$ cat src/sadc_params.svh
`ifndef SADC_PARAMS_SVH
`define SADC_PARAMS_SVH

// Register word indices; the byte address is four times the index.
`define SADC_IDX_NEG 8'hBA
`define SADC_IDX_POS 8'hBB
`define SADC_IDX_CFG 8'hBC
`define SADC_IDX_RESL 8'hBD
`define SADC_IDX_RESH 8'hBE
`define SADC_IDX_IEN 8'hC0
`define SADC_IDX_CTRL 8'hE8

// Reset values.
`define SADC_POS_RST 5'h00
`define SADC_NEG_RST 5'h00
`define SADC_CFG_SC_RST 5'h00

// Control register bit positions.
`define SADC_CTRL_EN 7
`define SADC_CTRL_TM 6
`define SADC_CTRL_DONE 5
`define SADC_CTRL_BUSY 4
`define SADC_CTRL_CM_LO 0
`define SADC_CTRL_CM_HI 2

// Configuration register bit positions.
`define SADC_CFG_SC_LO 3
`define SADC_CFG_SC_HI 7
`define SADC_CFG_LJ 2

// Multiplexer codes.
`define SADC_POS_LAST_PIN 5'h14
`define SADC_CODE_TEMP 5'h1E
`define SADC_CODE_VDD 5'h1F
`define SADC_CODE_VREF 5'h1E
`define SADC_CODE_GND 5'h1F

// Timing in conversion-clock periods.
`define SADC_TRACK_CLKS 4'h3

// Bus answers.
`define SADC_RESP_OKAY 2'h0
`define SADC_RESP_SLVERR 2'h2

`endif

$ cat src/sadc_pkg.sv
package sadc_pkg;

  typedef enum logic [2:0] {
    SADC_SRC_SW,
    SADC_SRC_T0,
    SADC_SRC_T2,
    SADC_SRC_T1,
    SADC_SRC_EXT,
    SADC_SRC_T3
  } sadc_src_t;

  typedef enum logic [1:0] {
    SADC_IDLE,
    SADC_TRACK,
    SADC_CONV
  } sadc_state_t;

  // Timer overflow strobes and timer width modes, all on sys_clk.
  typedef struct packed {
    logic t0_ovf;
    logic t1_ovf;
    logic t2_lo_ovf;
    logic t2_hi_ovf;
    logic t2_16bit;
    logic t3_lo_ovf;
    logic t3_hi_ovf;
    logic t3_16bit;
  } sadc_tmr_t;

  // Controls toward the analog converter core.
  typedef struct packed {
    logic track;
    logic convert;
    logic sar_tick;
    logic single_ended;
    logic sel_reserved;
    logic [4:0] pos_sel;
    logic [4:0] neg_sel;
  } sadc_core_t;

endpackage

$ cat src/sadc_sequencer.sv
// Operation
// - Negative input ground means single-ended; any other negative input means differential.
// - Single-ended results are 10-bit unsigned; full scale 0x03FF right, 0xFFC0 left.
// - Justify bit picks right or left; single-ended unused bits read zero.
// - Differential right-justified sign-extends the high byte; left-justified clears low bits.
// - Differential results are 10-bit two's complement, largest 0x01FF or 0x7FC0.
// - Conversion clock is system clock divided by divider field plus one.
// - Start-source field picks software, timer 0, 2, 1, external pin or timer 3.
// - In-progress bit reads one throughout a conversion and clears at its end.
// - When in-progress falls, done flag sets and enabled interrupt rises.
// - Result bytes are valid whenever done is set; software should poll done.
// - Timers 2 and 3 trigger on low overflow in 8-bit, high in 16-bit.
// - Normal track mode tracks continuously while enabled, except during conversion.
// - Low-power track mode tracks three conversion clocks after each start.
// - Low-power mode with external pin tracks while low, converts on rising edge.
// - Tracking may stop while the device is in standby or sleep.
// - Positive codes 0 to 0x14 pick port pins; 0x15 to 0x1D are reserved.
// - Positive code 0x1E routes the temperature sensor, 0x1F routes supply.
// - Negative input may be any port pin, the reference or ground.
// - Start-source code 101 means timer 3; codes 11x are reserved.
// - Writing one to in-progress starts only with source 000; zero does nothing.
// - With the enable bit clear there is no tracking and no conversion.
//
// Decided for this implementation: the AXI4-Lite slave port.
`timescale 1ns/1ns
`include "sadc_params.svh"

module sadc_sequencer #(
  parameter int ADDR_W = 12,
  parameter int CONV_CLKS = 11
) (
  input wire logic sys_clk,
  input wire logic rst_b,
  input wire logic clk_en,
  input wire logic [ADDR_W-1:0] s_axi_awaddr,
  input wire logic s_axi_awvalid,
  output logic s_axi_awready,
  input wire logic [31:0] s_axi_wdata,
  input wire logic [3:0] s_axi_wstrb,
  input wire logic s_axi_wvalid,
  output logic s_axi_wready,
  output logic [1:0] s_axi_bresp,
  output logic s_axi_bvalid,
  input wire logic s_axi_bready,
  input wire logic [ADDR_W-1:0] s_axi_araddr,
  input wire logic s_axi_arvalid,
  output logic s_axi_arready,
  output logic [31:0] s_axi_rdata,
  output logic [1:0] s_axi_rresp,
  output logic s_axi_rvalid,
  input wire logic s_axi_rready,
  input wire sadc_pkg::sadc_tmr_t tmr,
  input wire logic external_start_pin,
  input wire logic standby,
  input wire logic [9:0] core_code,
  output sadc_pkg::sadc_core_t core_q,
  output logic irq_q
);

  if (ADDR_W < 11 || CONV_CLKS < 1 || CONV_CLKS > 15) begin : g_chk
    $error("sadc_sequencer: ADDR_W must be at least 11 and CONV_CLKS within 1 to 15");
  end

  localparam logic [3:0] CONV_LAST = 4'(CONV_CLKS - 1);
  localparam logic [3:0] TRACK_LAST = `SADC_TRACK_CLKS - 4'h1;

  // Word index with an out-of-range flag on top.
  function automatic logic [8:0] dec(input logic [ADDR_W-1:0] a);
    dec = {(a >> 10) != '0, a[9:2]};
  endfunction

  // Places a raw code in the 16-bit result word.
  function automatic logic [15:0] fmt(input logic [9:0] c, input logic lj, input logic se);
    if (lj) begin
      fmt = {c, 6'h00};
    end else if (se) begin
      fmt = {6'h00, c};
    end else begin
      fmt = {{6{c[9]}}, c};
    end
  endfunction

  logic aw_got_q, w_got_q;
  logic [ADDR_W-1:0] awaddr_q;
  logic [7:0] wdata_q;
  logic wstrb_q;
  logic [4:0] pos_q, neg_q, sc_q;
  logic lj_q, en_q, tm_q, done_q, ien_q;
  logic [2:0] cm_q;
  logic [15:0] result_q;
  logic [4:0] div_q;
  logic [3:0] seq_q;
  logic ext_s1_q, ext_s2_q, ext_s3_q;
  sadc_pkg::sadc_state_t state_q;
  logic wr_do, wr_ok, tick, trig, ext_rise, busy, conv_end, start_ok, sw_go;
  logic [8:0] widx, ridx;
  logic [7:0] rbyte;

  // Write side: address and data are held independently, then applied together.
  assign wr_do = aw_got_q && w_got_q && !s_axi_bvalid;
  assign widx = dec(awaddr_q);
  assign wr_ok = wstrb_q && !widx[8];

  always_ff @(posedge sys_clk or negedge rst_b) begin
    if (!rst_b) begin
      aw_got_q <= 1'b0;
      w_got_q <= 1'b0;
      s_axi_awready <= 1'b1;
      s_axi_wready <= 1'b1;
      s_axi_bvalid <= 1'b0;
      s_axi_bresp <= `SADC_RESP_OKAY;
      awaddr_q <= '0;
      wdata_q <= 8'h00;
      wstrb_q <= 1'b0;
    end else if (clk_en) begin
      if (s_axi_awvalid && s_axi_awready) begin
        aw_got_q <= 1'b1;
        s_axi_awready <= 1'b0;
        awaddr_q <= s_axi_awaddr;
      end
      if (s_axi_wvalid && s_axi_wready) begin
        w_got_q <= 1'b1;
        s_axi_wready <= 1'b0;
        wdata_q <= s_axi_wdata[7:0];
        wstrb_q <= s_axi_wstrb[0];
      end
      if (wr_do) begin
        s_axi_bvalid <= 1'b1;
        s_axi_bresp <= widx[8] ? `SADC_RESP_SLVERR : `SADC_RESP_OKAY;
      end else if (s_axi_bvalid && s_axi_bready) begin
        s_axi_bvalid <= 1'b0;
        aw_got_q <= 1'b0;
        w_got_q <= 1'b0;
        s_axi_awready <= 1'b1;
        s_axi_wready <= 1'b1;
      end
    end
  end

  // Read side: one cycle from address to data, held until taken.
  assign ridx = dec(s_axi_araddr);

  always_comb begin
    rbyte = 8'h00;
    unique case (ridx)
      {1'b0, `SADC_IDX_NEG}: rbyte = {3'h0, neg_q};
      {1'b0, `SADC_IDX_POS}: rbyte = {3'h0, pos_q};
      {1'b0, `SADC_IDX_CFG}: rbyte = {sc_q, lj_q, 2'h0};
      {1'b0, `SADC_IDX_RESL}: rbyte = result_q[7:0];
      {1'b0, `SADC_IDX_RESH}: rbyte = result_q[15:8];
      {1'b0, `SADC_IDX_IEN}: rbyte = {7'h00, ien_q};
      {1'b0, `SADC_IDX_CTRL}: rbyte = {en_q, tm_q, done_q, busy, 1'b0, cm_q};
      default: rbyte = 8'h00;
    endcase
  end

  always_ff @(posedge sys_clk or negedge rst_b) begin
    if (!rst_b) begin
      s_axi_arready <= 1'b1;
      s_axi_rvalid <= 1'b0;
      s_axi_rdata <= 32'h0000_0000;
      s_axi_rresp <= `SADC_RESP_OKAY;
    end else if (clk_en) begin
      if (s_axi_arvalid && s_axi_arready) begin
        s_axi_arready <= 1'b0;
        s_axi_rvalid <= 1'b1;
        s_axi_rdata <= {24'h00_0000, rbyte};
        s_axi_rresp <= ridx[8] ? `SADC_RESP_SLVERR : `SADC_RESP_OKAY;
      end else if (s_axi_rvalid && s_axi_rready) begin
        s_axi_arready <= 1'b1;
        s_axi_rvalid <= 1'b0;
      end
    end
  end

  // Configuration registers written by software.
  always_ff @(posedge sys_clk or negedge rst_b) begin
    if (!rst_b) begin
      pos_q <= `SADC_POS_RST;
      neg_q <= `SADC_NEG_RST;
      sc_q <= `SADC_CFG_SC_RST;
      lj_q <= 1'b0;
      ien_q <= 1'b0;
      en_q <= 1'b0;
      tm_q <= 1'b0;
      cm_q <= 3'h0;
    end else if (clk_en && wr_do && wr_ok) begin
      unique case (widx[7:0])
        `SADC_IDX_POS: pos_q <= wdata_q[4:0];
        `SADC_IDX_NEG: neg_q <= wdata_q[4:0];
        `SADC_IDX_CFG: begin
          sc_q <= wdata_q[`SADC_CFG_SC_HI:`SADC_CFG_SC_LO];
          lj_q <= wdata_q[`SADC_CFG_LJ];
        end
        `SADC_IDX_IEN: ien_q <= wdata_q[0];
        `SADC_IDX_CTRL: begin
          en_q <= wdata_q[`SADC_CTRL_EN];
          tm_q <= wdata_q[`SADC_CTRL_TM];
          cm_q <= wdata_q[`SADC_CTRL_CM_HI:`SADC_CTRL_CM_LO];
        end
        default: ;
      endcase
    end
  end

  // External start pin synchroniser; the third stage only serves the edge detector.
  always_ff @(posedge sys_clk or negedge rst_b) begin
    if (!rst_b) begin
      ext_s1_q <= 1'b0;
      ext_s2_q <= 1'b0;
      ext_s3_q <= 1'b0;
    end else if (clk_en) begin
      ext_s1_q <= external_start_pin;
      ext_s2_q <= ext_s1_q;
      ext_s3_q <= ext_s2_q;
    end
  end

  assign ext_rise = ext_s2_q && !ext_s3_q;

  // A software start is judged by the source field written with it, so one write can pick 000 and start.
  assign sw_go = wr_do && wr_ok && widx[7:0] == `SADC_IDX_CTRL && wdata_q[`SADC_CTRL_BUSY]
                 && wdata_q[`SADC_CTRL_CM_HI:`SADC_CTRL_CM_LO] == sadc_pkg::SADC_SRC_SW;

  // Start source selection; reserved codes never start anything.
  always_comb begin
    trig = 1'b0;
    unique case (cm_q)
      sadc_pkg::SADC_SRC_SW: trig = 1'b0;  // Software starts arrive through sw_go.
      sadc_pkg::SADC_SRC_T0: trig = tmr.t0_ovf;
      sadc_pkg::SADC_SRC_T2: trig = tmr.t2_16bit ? tmr.t2_hi_ovf : tmr.t2_lo_ovf;
      sadc_pkg::SADC_SRC_T1: trig = tmr.t1_ovf;
      sadc_pkg::SADC_SRC_EXT: trig = ext_rise;
      sadc_pkg::SADC_SRC_T3: trig = tmr.t3_16bit ? tmr.t3_hi_ovf : tmr.t3_lo_ovf;
      default: trig = 1'b0;
    endcase
  end

  // Conversion clock divider, restarted at each start so periods align.
  assign tick = div_q == sc_q;
  assign busy = state_q != sadc_pkg::SADC_IDLE;
  assign start_ok = en_q && !standby && (trig || sw_go);
  assign conv_end = state_q == sadc_pkg::SADC_CONV && tick && seq_q == CONV_LAST;

  always_ff @(posedge sys_clk or negedge rst_b) begin
    if (!rst_b) begin
      div_q <= 5'h00;
    end else if (clk_en) begin
      if (!busy || tick) begin
        div_q <= 5'h00;
      end else begin
        div_q <= div_q + 5'h01;
      end
    end
  end

  // Track and convert sequencer.
  always_ff @(posedge sys_clk or negedge rst_b) begin
    if (!rst_b) begin
      state_q <= sadc_pkg::SADC_IDLE;
      seq_q <= 4'h0;
    end else if (clk_en) begin
      if (!en_q) begin
        state_q <= sadc_pkg::SADC_IDLE;
        seq_q <= 4'h0;
      end else begin
        unique case (state_q)
          sadc_pkg::SADC_IDLE: begin
            seq_q <= 4'h0;
            if (start_ok) begin
              if (tm_q && cm_q != sadc_pkg::SADC_SRC_EXT) begin
                state_q <= sadc_pkg::SADC_TRACK;
              end else begin
                state_q <= sadc_pkg::SADC_CONV;
              end
            end
          end
          sadc_pkg::SADC_TRACK: begin
            if (tick) begin
              if (seq_q == TRACK_LAST) begin
                state_q <= sadc_pkg::SADC_CONV;
                seq_q <= 4'h0;
              end else begin
                seq_q <= seq_q + 4'h1;
              end
            end
          end
          sadc_pkg::SADC_CONV: begin
            if (tick) begin
              if (seq_q == CONV_LAST) begin
                state_q <= sadc_pkg::SADC_IDLE;
                seq_q <= 4'h0;
              end else begin
                seq_q <= seq_q + 4'h1;
              end
            end
          end
          default: state_q <= sadc_pkg::SADC_IDLE;
        endcase
      end
    end
  end

  // Result capture and completion flag; a completion beats a clearing write.
  always_ff @(posedge sys_clk or negedge rst_b) begin
    if (!rst_b) begin
      result_q <= 16'h0000;
      done_q <= 1'b0;
    end else if (clk_en) begin
      if (conv_end) begin
        result_q <= fmt(core_code, lj_q, neg_q == `SADC_CODE_GND);
        done_q <= 1'b1;
      end else if (wr_do && wr_ok && widx[7:0] == `SADC_IDX_CTRL) begin
        done_q <= wdata_q[`SADC_CTRL_DONE];
      end
    end
  end

  // Core controls and interrupt, all registered.
  always_ff @(posedge sys_clk or negedge rst_b) begin
    if (!rst_b) begin
      core_q <= '0;
      irq_q <= 1'b0;
    end else if (clk_en) begin
      core_q.track <= en_q && !standby && (state_q == sadc_pkg::SADC_TRACK ||
                      (state_q == sadc_pkg::SADC_IDLE && (!tm_q ||
                      (cm_q == sadc_pkg::SADC_SRC_EXT && !ext_s2_q))));
      core_q.convert <= state_q == sadc_pkg::SADC_CONV;
      core_q.sar_tick <= state_q == sadc_pkg::SADC_CONV && tick;
      core_q.single_ended <= neg_q == `SADC_CODE_GND;
      core_q.sel_reserved <= pos_q > `SADC_POS_LAST_PIN && pos_q < `SADC_CODE_TEMP ||
                             neg_q > `SADC_POS_LAST_PIN && neg_q < `SADC_CODE_VREF;
      core_q.pos_sel <= pos_q;
      core_q.neg_sel <= neg_q;
      irq_q <= done_q && ien_q;
    end
  end
endmodule

$ cat config.mk
export PLATFORM = sky130hd
export DESIGN_NAME = sadc_sequencer
export DESIGN_NICKNAME = d
export VERILOG_FILES = /design/src/sadc_pkg.sv /design/src/sadc_sequencer.sv
export VERILOG_INCLUDE_DIRS = /design/src
export SDC_FILE = /design/constraint.sdc
export NUM_CORES = 1
export LEC_CHECK = 0
export BUFFER_PORTS_ARGS = -buffer_cell sky130_fd_sc_hd__buf_4
export CORE_UTILIZATION = 35
export DETAILED_ROUTE_END_ITERATION = 12
export GPL_TIMING_DRIVEN = 0
export PLACE_DENSITY_LB_ADDON = 0.05
export SYNTH_ARGS = -nofsm -noshare
export SYNTH_HDL_FRONTEND = slang
export SYNTH_SLANG_ARGS = --single-unit
$ cat constraint.sdc
create_clock -name sys_clk -period 2.3 [get_ports sys_clk]
set_input_delay 0.345 -clock sys_clk [delete_from_list [all_inputs] [get_ports sys_clk]]
set_output_delay 0.345 -clock sys_clk [all_outputs]
set_load 0.03 [all_outputs]
-- Word-level counts from Yosys, hierarchy flattened
Index checks and enable logic that the tools add are counted.
- flip-flop bits (word level): 109
- input port bits: 88
- output and inout bits: 57
- logic and storage cells: 177
- add/subtract/negate cells: 2
- order comparisons: 4
- eq/ne operators: 30
- multiplexer cells: 43
- reduce and logical (&&, ||, !) cells: 61
- operator list (cell ; count):
    equality test 9 x 8 -> 1 bit, second input constant ; 7
    one-hot mux 8 bit (7 select lines) ; 1
    equality test 8 bit, second input constant ; 5
    2-to-1 mux 16 bit ; 2
    logical AND 1 bit ; 26
    AND reduction 2 bit ; 13
    nonzero test 12 bit ; 2
    2-to-1 mux 1 bit ; 22
    2-to-1 mux 4 bit ; 5
    2-to-1 mux 2 bit ; 9
    inequality test 3 bit, second input constant ; 5
    one-hot mux 4 bit (3 select lines) ; 1
    > comparator 5 bit, second input constant ; 2
    < comparator 5 bit, second input constant ; 2
    nonzero test 2 bit ; 4
    logical NOT 1 bit ; 7
    equality test 3 x 2 -> 1 bit, second input constant ; 2
    equality test 3 bit, second input constant ; 2
    one-hot mux 2 bit (3 select lines) ; 1
    AND reduction 6 bit ; 1
    adder 5 x 1 -> 5 bit, second input constant ; 1
    equality test 5 bit ; 1
    equality test 5 bit, second input constant ; 1
    logical OR 1 bit ; 5
    other kinds (13) ; 13

-- Logic depth before layout (Yosys ltp)
Gate-level depths: netlist of the first run.
- word-level depth: 12
- mapped depth: 8
- mapped depth without buffers: 7

-- Worst setup path after synthesis of the first run
OpenSTA, ideal clock, no wires.
- kind: register to register
- start point: reg state_q[0]
- end point: reg state_q[0]
- setup time: 79 ps
- arrival time: 2020 ps
- required time: 2221 ps
- path slack: 201 ps
- stages on the path, launching flop included: 8
- buffers on the path: 0
- period minus slack after synthesis: 2099 ps
- path through: dfrtp_1 -> inv_1 -> ha_1 -> or4b_2 -> o211ai_1 -> nand3_1 -> a221oi_1 -> mux2i_1
- longest elaborated chain between the ends: 3
- elaborated cells on any way between the ends: 11
- those cells by class: eq/ne (7); mux (2); reduce/logical (2)
- RTL lines (item ; line ; RTL):
    from (decl) ; sadc_sequencer.sv:94 ; sadc_pkg::sadc_state_t state_q;
    from (signal assigned) ; sadc_sequencer.sv:260 ; state_q <= sadc_pkg::SADC_IDLE;
    from (signal assigned) ; sadc_sequencer.sv:264 ; state_q <= sadc_pkg::SADC_IDLE;
    from (signal assigned) ; sadc_sequencer.sv:272 ; state_q <= sadc_pkg::SADC_TRACK;
    equality test 2 x 1 -> 1 bit, or another cell as far along ; sadc_sequencer.sv:267 ; unique case (state_q)
    inequality test 3 bit (no line), or another cell as far along ; - ;
    AND reduction 6 bit (no line) / 2-to-1 mux 2 bit (equally long branches) ; - ;
Parallel ways exist; a longest one is shown, timed or not.
A chain may end at the register's enable or synchronous reset.

-- Final worst setup path of the first run
- start point: reg state_q[0]
- end point: reg state_q[1]
The elaborated chain is that of the path after synthesis.

==> impl_results.md, run 1 <==
* Status: completed
* Setup Skew at 8.267 ps
* DRT Pass-1 Iters at 4
* PwrDens at 690.7 mW/mm^2
* Clock Tree Root: clkbuf_16
* Rows at 44
* Max-slew headroom at 51.31%
* Ys Warns at 0
* Clk_lat worst skew at 350 ps
* Sequential Power Share at 50.6%
* Maximum vdd drop at 0.0003566 V
* Final TNS setup at 0 ps
* EDFF count, synth at 0
* Nets at 702
* Core ar. at 0.01453 sq mm
* Largest net degree at the start of global routing at 106
* Syn_area_per_cell at 10.79 sq um
* Post-synthesis register bit count at 105
* Final Hold Viols at 0
* Crit path cell chain: inv_1 -> ha_2 -> or4b_2 -> o211ai_1 -> nand3_1 -> a221oi_4 -> mux2i_1
* Vias in the first global route at 3797
* Post-synthesis mux area share at 15.78%
* IO Pins at 145
* Yosys cell types at 51
* Clock Path Buffers at 2
* Final worst path period need at 2167 ps
* Cts bufs inserted at 9
* WS Path Type: flip-flop to flip-flop
* Total wire length at 13220 um
* Adder-cell share of the synthesized area at 1.443%
* Setup crit end kind: flip-flop
* Cell Area, Synth at 0.005201 sq mm
* Final period utilization at 94.21%
* Routed vias at 3955
* Switching power at 1295 uW
* H-Tree Depth at 3
* CTS tree: built
* Clk sink count at 105
* Die Ht at 123.9 um
* CP max FO at 7
* Seq/Total Area, Yosys at 50.59%
* Port Buffers at 87
* Initial antenna violation count at 0
* Total power at 4510 uW
* Post-Synth XOR/XNOR Area at 0.8420%
* Max_cap viols at 0
* RD Place Congestion at 0.8205
* Total Die Area at 0.01535 sq mm
* Endpoints failing setup at 0
* Starting density of the core at 35.79%
* Critical Path Slowest Stage Cell: or4b_2
* Internal power at 3215 uW
* Fraction of registers with async set/reset at 100.0%
* Synth Area in Compound Gates at 11.98%
* Switching Share at 28.71%
* Share of layout cells above drive strength 1 at 32.84%
* Worst min-delay path class: primary input to flip-flop
* First-pass GRT wire length at 20560 um
* Fmax at 461.5 MHz
* Slowest Stage Delay on Critical Path at 640 ps
* Residual DRC count at 0
* Slew Limit Fails at 0
* Static leakage at 0.003152 uW
* GR Util All Layers at 18.03%
* Gate count of the mapped netlist at 482
* Crit start category: flip-flop
* WP data required at 2570 ps
* Dpl hpwl at 9689 um
* RSZ-0062 raised after global routing: no
* Comb power frac at 16.5%
* Simple-Gate Fraction of Synth Area at 13.45%
* Clock power share at 33.0%
* Largest family of logic cells by synthesized area: multiplexers
* Worst-Margin Slew at 730.3 ps
* Prevailing post-synth register cell: dfrtp_1
* CP Data Arrival Time at 2440 ps
* Drt first-iter violations at 154
* Clock-pin slew on the worst setup and hold paths at 70 ps
* Area Growth Syn to Fin at 25.52%
* Remaining antenna violation count at 0
* Per-cell routed wire length at 16.61 um
* N_diodes at 0
* Die Span X at 123.9 um
* Total gr overflow at 0
* Via density at 4.969
-- routing by layer --
layer	GRT usage (%)	wire (um)
met2	28.82	6192
met5	0	0
met1	24.80	6292
met3	2.518	509
met4	6.845	229
-- synthesized netlist by cell type (3+ instances only) --
master	count	area share [%]
o2bb2ai_1	5	0.84
mux2_2	56	12
buf_4	26	3.8
o21ai_0	43	4.1
clkbuf_1	17	1.2
a22oi_1	5	0.72
o21a_1	4	0.58
inv_1	11	0.79
nand3_1	15	1.4
nand4_1	5	0.60
a221oi_1	5	0.84
dfrtp_1	102	49
nor2_1	15	1.1
ha_1	6	1.4
nand3b_1	5	0.72
xor2_1	5	0.84
nor4b_1	3	0.51
nand2b_1	10	1.2
a21o_1	3	0.43
nand2_1	61	4.4
nor2b_1	5	0.60
dfstp_2	3	1.5
a31oi_1	3	0.36
a21oi_1	13	1.3
a32oi_1	3	0.51
mux2i_1	19	3.7
-- path summary, 6_finish.rpt --
check	from	endpoint	slack (ps)	cells after the start
max in group asynchronous	rst_b	s_axi_wready$_DFFE_PN1P_	1120	3
hold / removal	s_axi_awaddr[10]	awaddr_q[10]$_DFFE_PN0P_	220	2
setup reg to reg	state_q[0]$_DFFE_PN0P_	state_q[1]$_DFFE_PN0P_	130	7
min in group asynchronous	rst_b	div_q[3]$_DFFE_PN0P_	480	2
hold reg to reg	s_axi_awready$_DFFE_PN1P_	s_axi_awready$_DFFE_PN1P_	470	2
setup / recovery	state_q[0]$_DFFE_PN0P_	state_q[1]$_DFFE_PN0P_	130	7
-- cells by family (layout without fill, tap and decap cells) --
| kind of cell | Yosys count | count (layout) |
|---|---|---|
| compound gates | 99 | 99 |
| xor+xnor | 5 | 5 |
| fa+ha+maj | 6 | 6 |
| buf+inv | 55 | 160 |
| flops | 105 | 105 |
| mux | 75 | 75 |
| other cells | 1 | 26 |
| simple gates | 136 | 136 |
-- state kept, by name, summed over array words and instances (netlist names), 2 cells and up --
signal and count:
awaddr_q 10, cm_q 3, core_q 15, div_q 5, neg_q 5, pos_q 5
result_q 16, s_axi_rdata 8, sc_q 5, seq_q 4, state_q 2, wdata_q 8
-- cell type report --
class | count | area [sq um]
multi-input cells | 347 | 2380
repair buffers | 91 | 709.4
fillers | 1417 | 8005
plain buffers | 43 | 259.0
clock inverters | 5 | 38.79
inverters | 11 | 41.29
clock buffers | 10 | 239.0
flip-flops and latches | 105 | 2631
well taps | 184 | 230.2
-- worst max-delay path: cells and delay by family (launching register included) --
| kind | cells | cell delay (ps) |
|---|---|---|
| compound gates | 2 | 410 |
| fa+ha+maj | 1 | 240 |
| buf+inv | 1 | 80 |
| flops | 1 | 360 |
| mux | 1 | 220 |
| simple gates | 2 | 780 |
-- repair_timing --
action	CTS	global route
hold buffers	0	1
hold endpoints to repair	0	40
pin swaps	0	1
resized for setup	1	2
endpoints found under the setup margin	2	5
buffers inserted	0	2
-- cell usage in the layout, fill, tap and decap left out, types with 9 or more instances in the layout --
cell / count
mux2_2: 56
clkbuf_1: 16
nand2_1: 61
nand3_1: 15
a21oi_1: 13
mux2i_1: 19
clkbuf_16: 9
nor2_1: 15
nand2b_1: 10
conb_1: 26
buf_4: 114
inv_1: 11
o21ai_0: 43
dfrtp_1: 102
-- power groups by stage --
| stage | logic, uW | clock network [uW] | registers, uW |
|---|---|---|---|
| 2_1_floorplan | 450 | 0 | 2300 |
| 5_1_grt | 825 | 1570 | 2320 |
| 3_5_place_dp | 743 | 0 | 2320 |
| 4_1_cts | 745 | 1520 | 2280 |
| 6_report | 744 | 1490 | 2280 |
| 3_3_place_gp | 731 | 0 | 2310 |
-- metrics by stage --
step / setup WS, ps / area [sq um] / utilization (%) / cells / hold slack [ps]
2_1_floorplan: 200.6 / 5295 / - / 507 / 49.41
3_3_place_gp: -26.51 / 6178 / 42.51 / 778 / 461.3
3_5_place_dp: -48.87 / 6178 / 42.51 / 778 / 462.2
4_1_cts: 58.59 / 6462 / 44.46 / 793 / 211.6
5_1_grt: 2.387 / 6529 / 44.92 / 796 / 215.7
6_report: 133.2 / 6529 / 44.92 / 796 / 218.7
Power figures use the tool's default switching activity.
==> run 2, diff against run 1 <==
Settings changed: CORE_UTILIZATION 35 to 53.
==> impl_results.md, run 2 (synthesis results as in run 1) <==
* Placed Area at 0.006110 sq mm (-1.1%)
* Vias in the first global route at 3826 (+0.76%)
* Fin Hold WS at 194.8 ps (-23.86 ps)
* Rows at 35 (-20%)
* Cts bufs inserted at 9 (unchanged)
* CTS tree: built
* GR Util All Layers at 24.86% (+6.8 points)
* Max-slew headroom at 52.77% (+1.5 points)
* PwrDens at 674.0 mW/mm^2 (-2.4%)
* First-pass GRT wire length at 19090 um (-7.2%)
* H-Tree Depth at 3 (unchanged)
* Final TNS setup at 0 ps (unchanged)
* Final period utilization at 95.03% (+0.82 points)
* Final worst path period need at 2186 ps (+18.87 ps)
* RD Place Congestion at 0.9072 (+11%)
* Worst min-delay path class: primary input to flip-flop
* Core ar. at 0.009371 sq mm (-36%)
* Crit path cell chain: inv_1 -> ha_2 -> or4b_2 -> o211ai_1 -> nand3_1 -> a221oi_2 -> mux2i_1
* Clock-pin slew on the worst setup and hold paths at 100 ps (+30 ps)
* Multi-input combinational cell area at 0.002369 sq mm (-0.47%)
* CP max FO at 7 (unchanged)
* Critical Path Slowest Stage Cell: or4b_2
* Clock Path Buffers at 2 (unchanged)
* Starting density of the core at 55.50% (+20 points)
* Setup Skew at 11.67 ps (+3.403 ps)
* Worst-Margin Slew at 708.4 ps (-21.85 ps)
* Total wire length at 12050 um (-8.9%)
* Area Growth Syn to Fin at 22.68%
* Endpoints failing setup at 0 (unchanged)
* Crit start category: flip-flop
* Fin cells at 740 (-7.0%)
* Post-CTS Setup Inserts at 0 (unchanged)
* Residual DRC count at 0 (unchanged)
* Slew Limit Fails at 0 (unchanged)
* Buf+Inv Stages, Crit Path at 1 (unchanged)
* Total Die Area at 0.01021 sq mm (-33%)
* Setup crit end kind: flip-flop
* Port Buffers at 87 (unchanged)
* Initial antenna violation count at 0 (unchanged)
* Largest reg by FF count: result_q
* Maximum vdd drop at 0.0004741 V (+33%)
* IO Pins at 145 (unchanged)
* Via density at 5.485 (+10%)
* Per-cell routed wire length at 16.28 um (-2.0%)
* Die Span X at 101.1 um (-18%)
* Max_cap viols at 0 (unchanged)
* Largest regs: result_q x16, core_q x15, awaddr_q x10
* CP Data Arrival Time at 2470 ps (+30 ps)
* Drt first-iter violations at 198 (+29%)
* WS Path Type: flip-flop to flip-flop
* Max reg flops at 16 (unchanged)
* Slowest Stage Delay on Critical Path at 640 ps (about the same)
* RSZ-0062 raised after global routing: yes
* Largest net degree at the start of global routing at 106 (unchanged)
* Static leakage at 0.003123 uW (-0.93%)
* DRT Pass-1 Iters at 5 (+1)
* Sequential cell area at 0.002631 sq mm (unchanged)
* Total gr overflow at 0 (unchanged)
* Nets at 701 (-0.14%)
* Clock Tree Root: clkbuf_8
* Fmax at 457.5 MHz (-0.86%)
* Clk sink count at 105 (unchanged)
* Clk_lat worst skew at 370 ps (+20 ps)
* Dpl hpwl at 8789 um (-9.3%)
* Fill cell count at 782 (-45%)
* Routed vias at 4059 (+2.6%)
* Die Ht at 101.1 um (-18%)
* WP data required at 2590 ps (+20 ps)
* Cell area after layout at 0.006381 sq mm (-2.3%)
* Most common cell after layout, fill and taps aside: buf_4
* Most frequent cells in the layout: buf_4, dfrtp_1, nand2_1
* Share of layout cells above drive strength 1 at 32.57% (-0.27 points)
* N_diodes at 0 (unchanged)
* Post-Place Cells at 723 (-7.1%)
* Final Hold Viols at 0 (unchanged)
* Remaining antenna violation count at 0 (unchanged)
* Status: completed
* Top delay family on crit path: simple AND/OR/NAND/NOR gates
[run 2: cell count changes in the layout (fill, tap and decap cells not counted), sizes merged]
cell and delta:
inv +1, clkinvlp -1, bufinv +2, buf -2
clkinv -1
[run 2: cell type report]
type	instances	area share [%]
buffer	44	4.118
multi-input combinational	347	37.12
sequential	105	41.24
inverter	11	0.6471
timing repair buffer	89	10.88
clock inverter	6	1.529
clock buffer	9	1.941
tap	129	2.529
[run 2: final timing paths]
path                                                start                         to  depth (start not counted)  slack [ps]
worst min-delay path                      s_axi_awaddr[9]    awaddr_q[9]$_DFFE_PN0P_                          2         190
min in group asynchronous                           rst_b    result_q[7]$_DFFE_PN0P_                          2         320
worst max-delay path               state_q[0]$_DFFE_PN0P_     state_q[0]$_DFFE_PN0P_                          7         110
max in group asynchronous                           rst_b  s_axi_awready$_DFFE_PN1P_                          3        1310
worst max register to register     state_q[0]$_DFFE_PN0P_     state_q[0]$_DFFE_PN0P_                          7         110
worst min register to register  s_axi_awready$_DFFE_PN1P_  s_axi_awready$_DFFE_PN1P_                          2         470
[run 2: power breakdown]
| group | internal (uW) | total [uW] | switching, uW |
|---|---|---|---|
| clock | 625 | 1280 | 653 |
| combinational | 372 | 745 | 374 |
| sequential | 2070 | 2280 | 203 |
[run 2: per-stage QoR]
step                      worst slack, ps  util, %  total power (uW)
final                               114.3    68.09              4301
after global routing               -27.95    68.09              4495
after CTS                           48.13    67.62              4325
after detailed placement           -58.38    65.19              3054
after global placement              8.440    65.19              3018
after floorplan                     200.6        -              2754
[run 2: routing by layer]
metal / wire length, um / GRT usage (%) / up-vias
li1: - / - / 1921
met1: 5345 / 34.15 / 1962
met3: 713 / 4.092 / 20
met5: 0 / 0 / -
met2: 5785 / 40.08 / 156
met4: 203 / 8.696 / 0
[run 2: timing repair]
item,in CTS,in global routing
hold buffers,0,1
setup endpoints to repair,2,2
gates resized for setup,1,1
endpoints found under the hold margin,0,1
[run 2: worst register-to-register path, stage by stage, from the launching register on]
cell and delay, ps:
dfrtp_1 360, inv_1 80, ha_2 240, or4b_2 640, o211ai_1 110, nand3_1 130, a221oi_2 310, mux2i_1 240
==> run 3, diff against run 2 <==
Settings changed: PLACE_DENSITY from default to 0.8, PLACE_DENSITY_LB_ADDON 0.05 to default.
==> impl_results.md, run 3 (synthesis results as in run 1) <==
* Status: completed
* Initial antenna violation count at 0 (unchanged)
* Starting density of the core at 55.50% (unchanged)
* Clock Tree Root: clkbuf_8
* Fill cell count at 738 (-5.6%)
* Final TNS setup at 0 ps (unchanged)
* Max reg flops at 16 (unchanged)
* Setup crit end kind: flip-flop
* Endpoints failing setup at 0 (unchanged)
* Cts bufs inserted at 9 (unchanged)
* Final period utilization at 94.31% (-0.72 points)
* Area Growth Syn to Fin at 21.48%
* Final Util at 67.42% (-0.67 points)
* Per-cell routed wire length at 16.04 um (-1.5%)
* Port Buffers at 87 (unchanged)
* Worst min-delay path class: primary input to async pin
* Die Ht at 101.1 um (unchanged)
* Most frequent cells in the layout: buf_4, dfrtp_1, nand2_1
* Clk_lat worst skew at 380 ps (about the same)
* WP data required at 2590 ps (about the same)
* Static leakage at 0.003088 uW (-1.1%)
* Share of layout cells above drive strength 1 at 32.46% (-0.11 points)
* Remaining antenna violation count at 0 (unchanged)
* Via density at 5.474 (-0.21%)
* IO Pins at 145 (unchanged)
* Largest regs: result_q x16, core_q x15, awaddr_q x10
* Hold buffer count at cts at 0 (unchanged)
* Post-CTS Setup Inserts at 0 (unchanged)
* Max_cap viols at 0 (unchanged)
* Setup Skew at 11.17 ps (-0.4957 ps)
* WS Path Type: flip-flop to flip-flop
* Worst-Margin Slew at 916.9 ps (+208.4 ps)
* Clk sink count at 105 (unchanged)
* Dpl hpwl at 8696 um (-1.1%)
* Final Hold Viols at 0 (unchanged)
* Most common cell after layout, fill and taps aside: buf_4
* Routed vias at 4045 (-0.34%)
* PwrDens at 651.2 mW/mm^2 (-3.4%)
* GR Util All Layers at 24.29% (-0.56 points)
* Rows at 35 (unchanged)
* Maximum vdd drop at 0.0004294 V (-9.4%)
* Fin cells at 739 (-0.14%)
* RD Place Congestion at 0.9063 (about the same)
* Total wire length at 11850 um (-1.6%)
* Slew Limit Fails at 0 (unchanged)
* Largest reg by FF count: result_q
* RSZ-0062 raised after global routing: yes
* CTS tree: built
* CTS-repair resized insts at 1 (unchanged)
* Fmax at 461.0 MHz (+0.77%)
* First-pass GRT wire length at 18770 um (-1.7%)
* CP Data Arrival Time at 2460 ps (about the same)
* Total Die Area at 0.01021 sq mm (unchanged)
* Residual DRC count at 0 (unchanged)
* Max-slew headroom at 38.87% (-14 points)
* DRT Pass-1 Iters at 5 (unchanged)
* CP max FO at 8 (+1)
* Drt first-iter violations at 209 (+5.6%)
* Final worst path period need at 2169 ps (-16.61 ps)
* Clock-pin slew on the worst setup and hold paths at 110 ps (about the same)
* Post-Place Cells at 723 (unchanged)
* Nets at 699 (-0.29%)
* N_diodes at 0 (unchanged)
* Pre-CTS setup slack at -43.88 ps (+14.50 ps)
* Clock Path Buffers at 2 (unchanged)
* Die Span X at 101.1 um (unchanged)
* Core ar. at 0.009371 sq mm (unchanged)
* Crit start category: flip-flop
* Vias in the first global route at 3808 (-0.47%)
* Total gr overflow at 0 (unchanged)
* H-Tree Depth at 3 (unchanged)
* Min setup slack post-route at 130.9 ps (+16.61 ps)
* Largest net degree at the start of global routing at 106 (unchanged)
==> run 3: metrics by stage <==
| step | hold slack (ps) | power, uW | area, sq um |
|---|---|---|---|
| floorplan | 49.41 | 2754 | 5295 |
| global placement | 459.4 | 3018 | 6110 |
| detailed placement | 470.5 | 3052 | 6110 |
| CTS | 182.1 | 4140 | 6301 |
| global route | 132.6 | 4315 | 6319 |
| finish | 57.57 | 4115 | 6319 |
==> run 3: where the power goes <==
group          total, uW  switching (uW)  internal [uW]
combinational        740             374            366
clock               1100             675            421
sequential          2280             204           2070
==> run 3: worst paths after layout <==
check / from / end / slack (ps) / depth (start not counted)
hold reg to reg: s_axi_awready$_DFFE_PN1P_ / s_axi_awready$_DFFE_PN1P_ / 480 / 2
setup reg to reg: state_q[0]$_DFFE_PN0P_ / seq_q[3]$_DFFE_PN0P_ / 130 / 8
min in group sys_clk: s_axi_awaddr[10] / awaddr_q[10]$_DFFE_PN0P_ / 190 / 2
setup / recovery: state_q[0]$_DFFE_PN0P_ / seq_q[3]$_DFFE_PN0P_ / 130 / 8
hold / removal: rst_b / core_q[9]$_DFFE_PN0P_ / 60 / 1
max in group asynchronous: rst_b / sc_q[4]$_DFFE_PN0P_ / 1620 / 1
==> run 3: area by class of cell <==
type,count,area [sq um],area share (%)
plain buffers,44,262.8,4.158
clock buffers,10,127.6,2.020
well taps,129,161.4,2.554
inverters,11,41.29,0.6535
flip-flops and latches,105,2631,41.64
multi-input cells,347,2380,37.66
repair buffers,87,656.9,10.40
clock inverters,6,57.56,0.9109
==> run 3: worst max-delay path, stage by stage, from the launching register on <==
cell and delay, ps:
dfrtp_1 400, inv_1 110, ha_1 150, clkbuf_1 300, nand2_1 100, o32ai_1 280
a31oi_1 160, or2_2 380, o31ai_1 190
==> run 3: layer usage <==
metal	GRT usage, %	wire length [um]	vias to the layer above
met5	0	0	-
met4	9.588	267	0
met3	4.369	683	21
met2	38.62	5636	145
met1	33.18	5267	1953
li1	-	-	1926
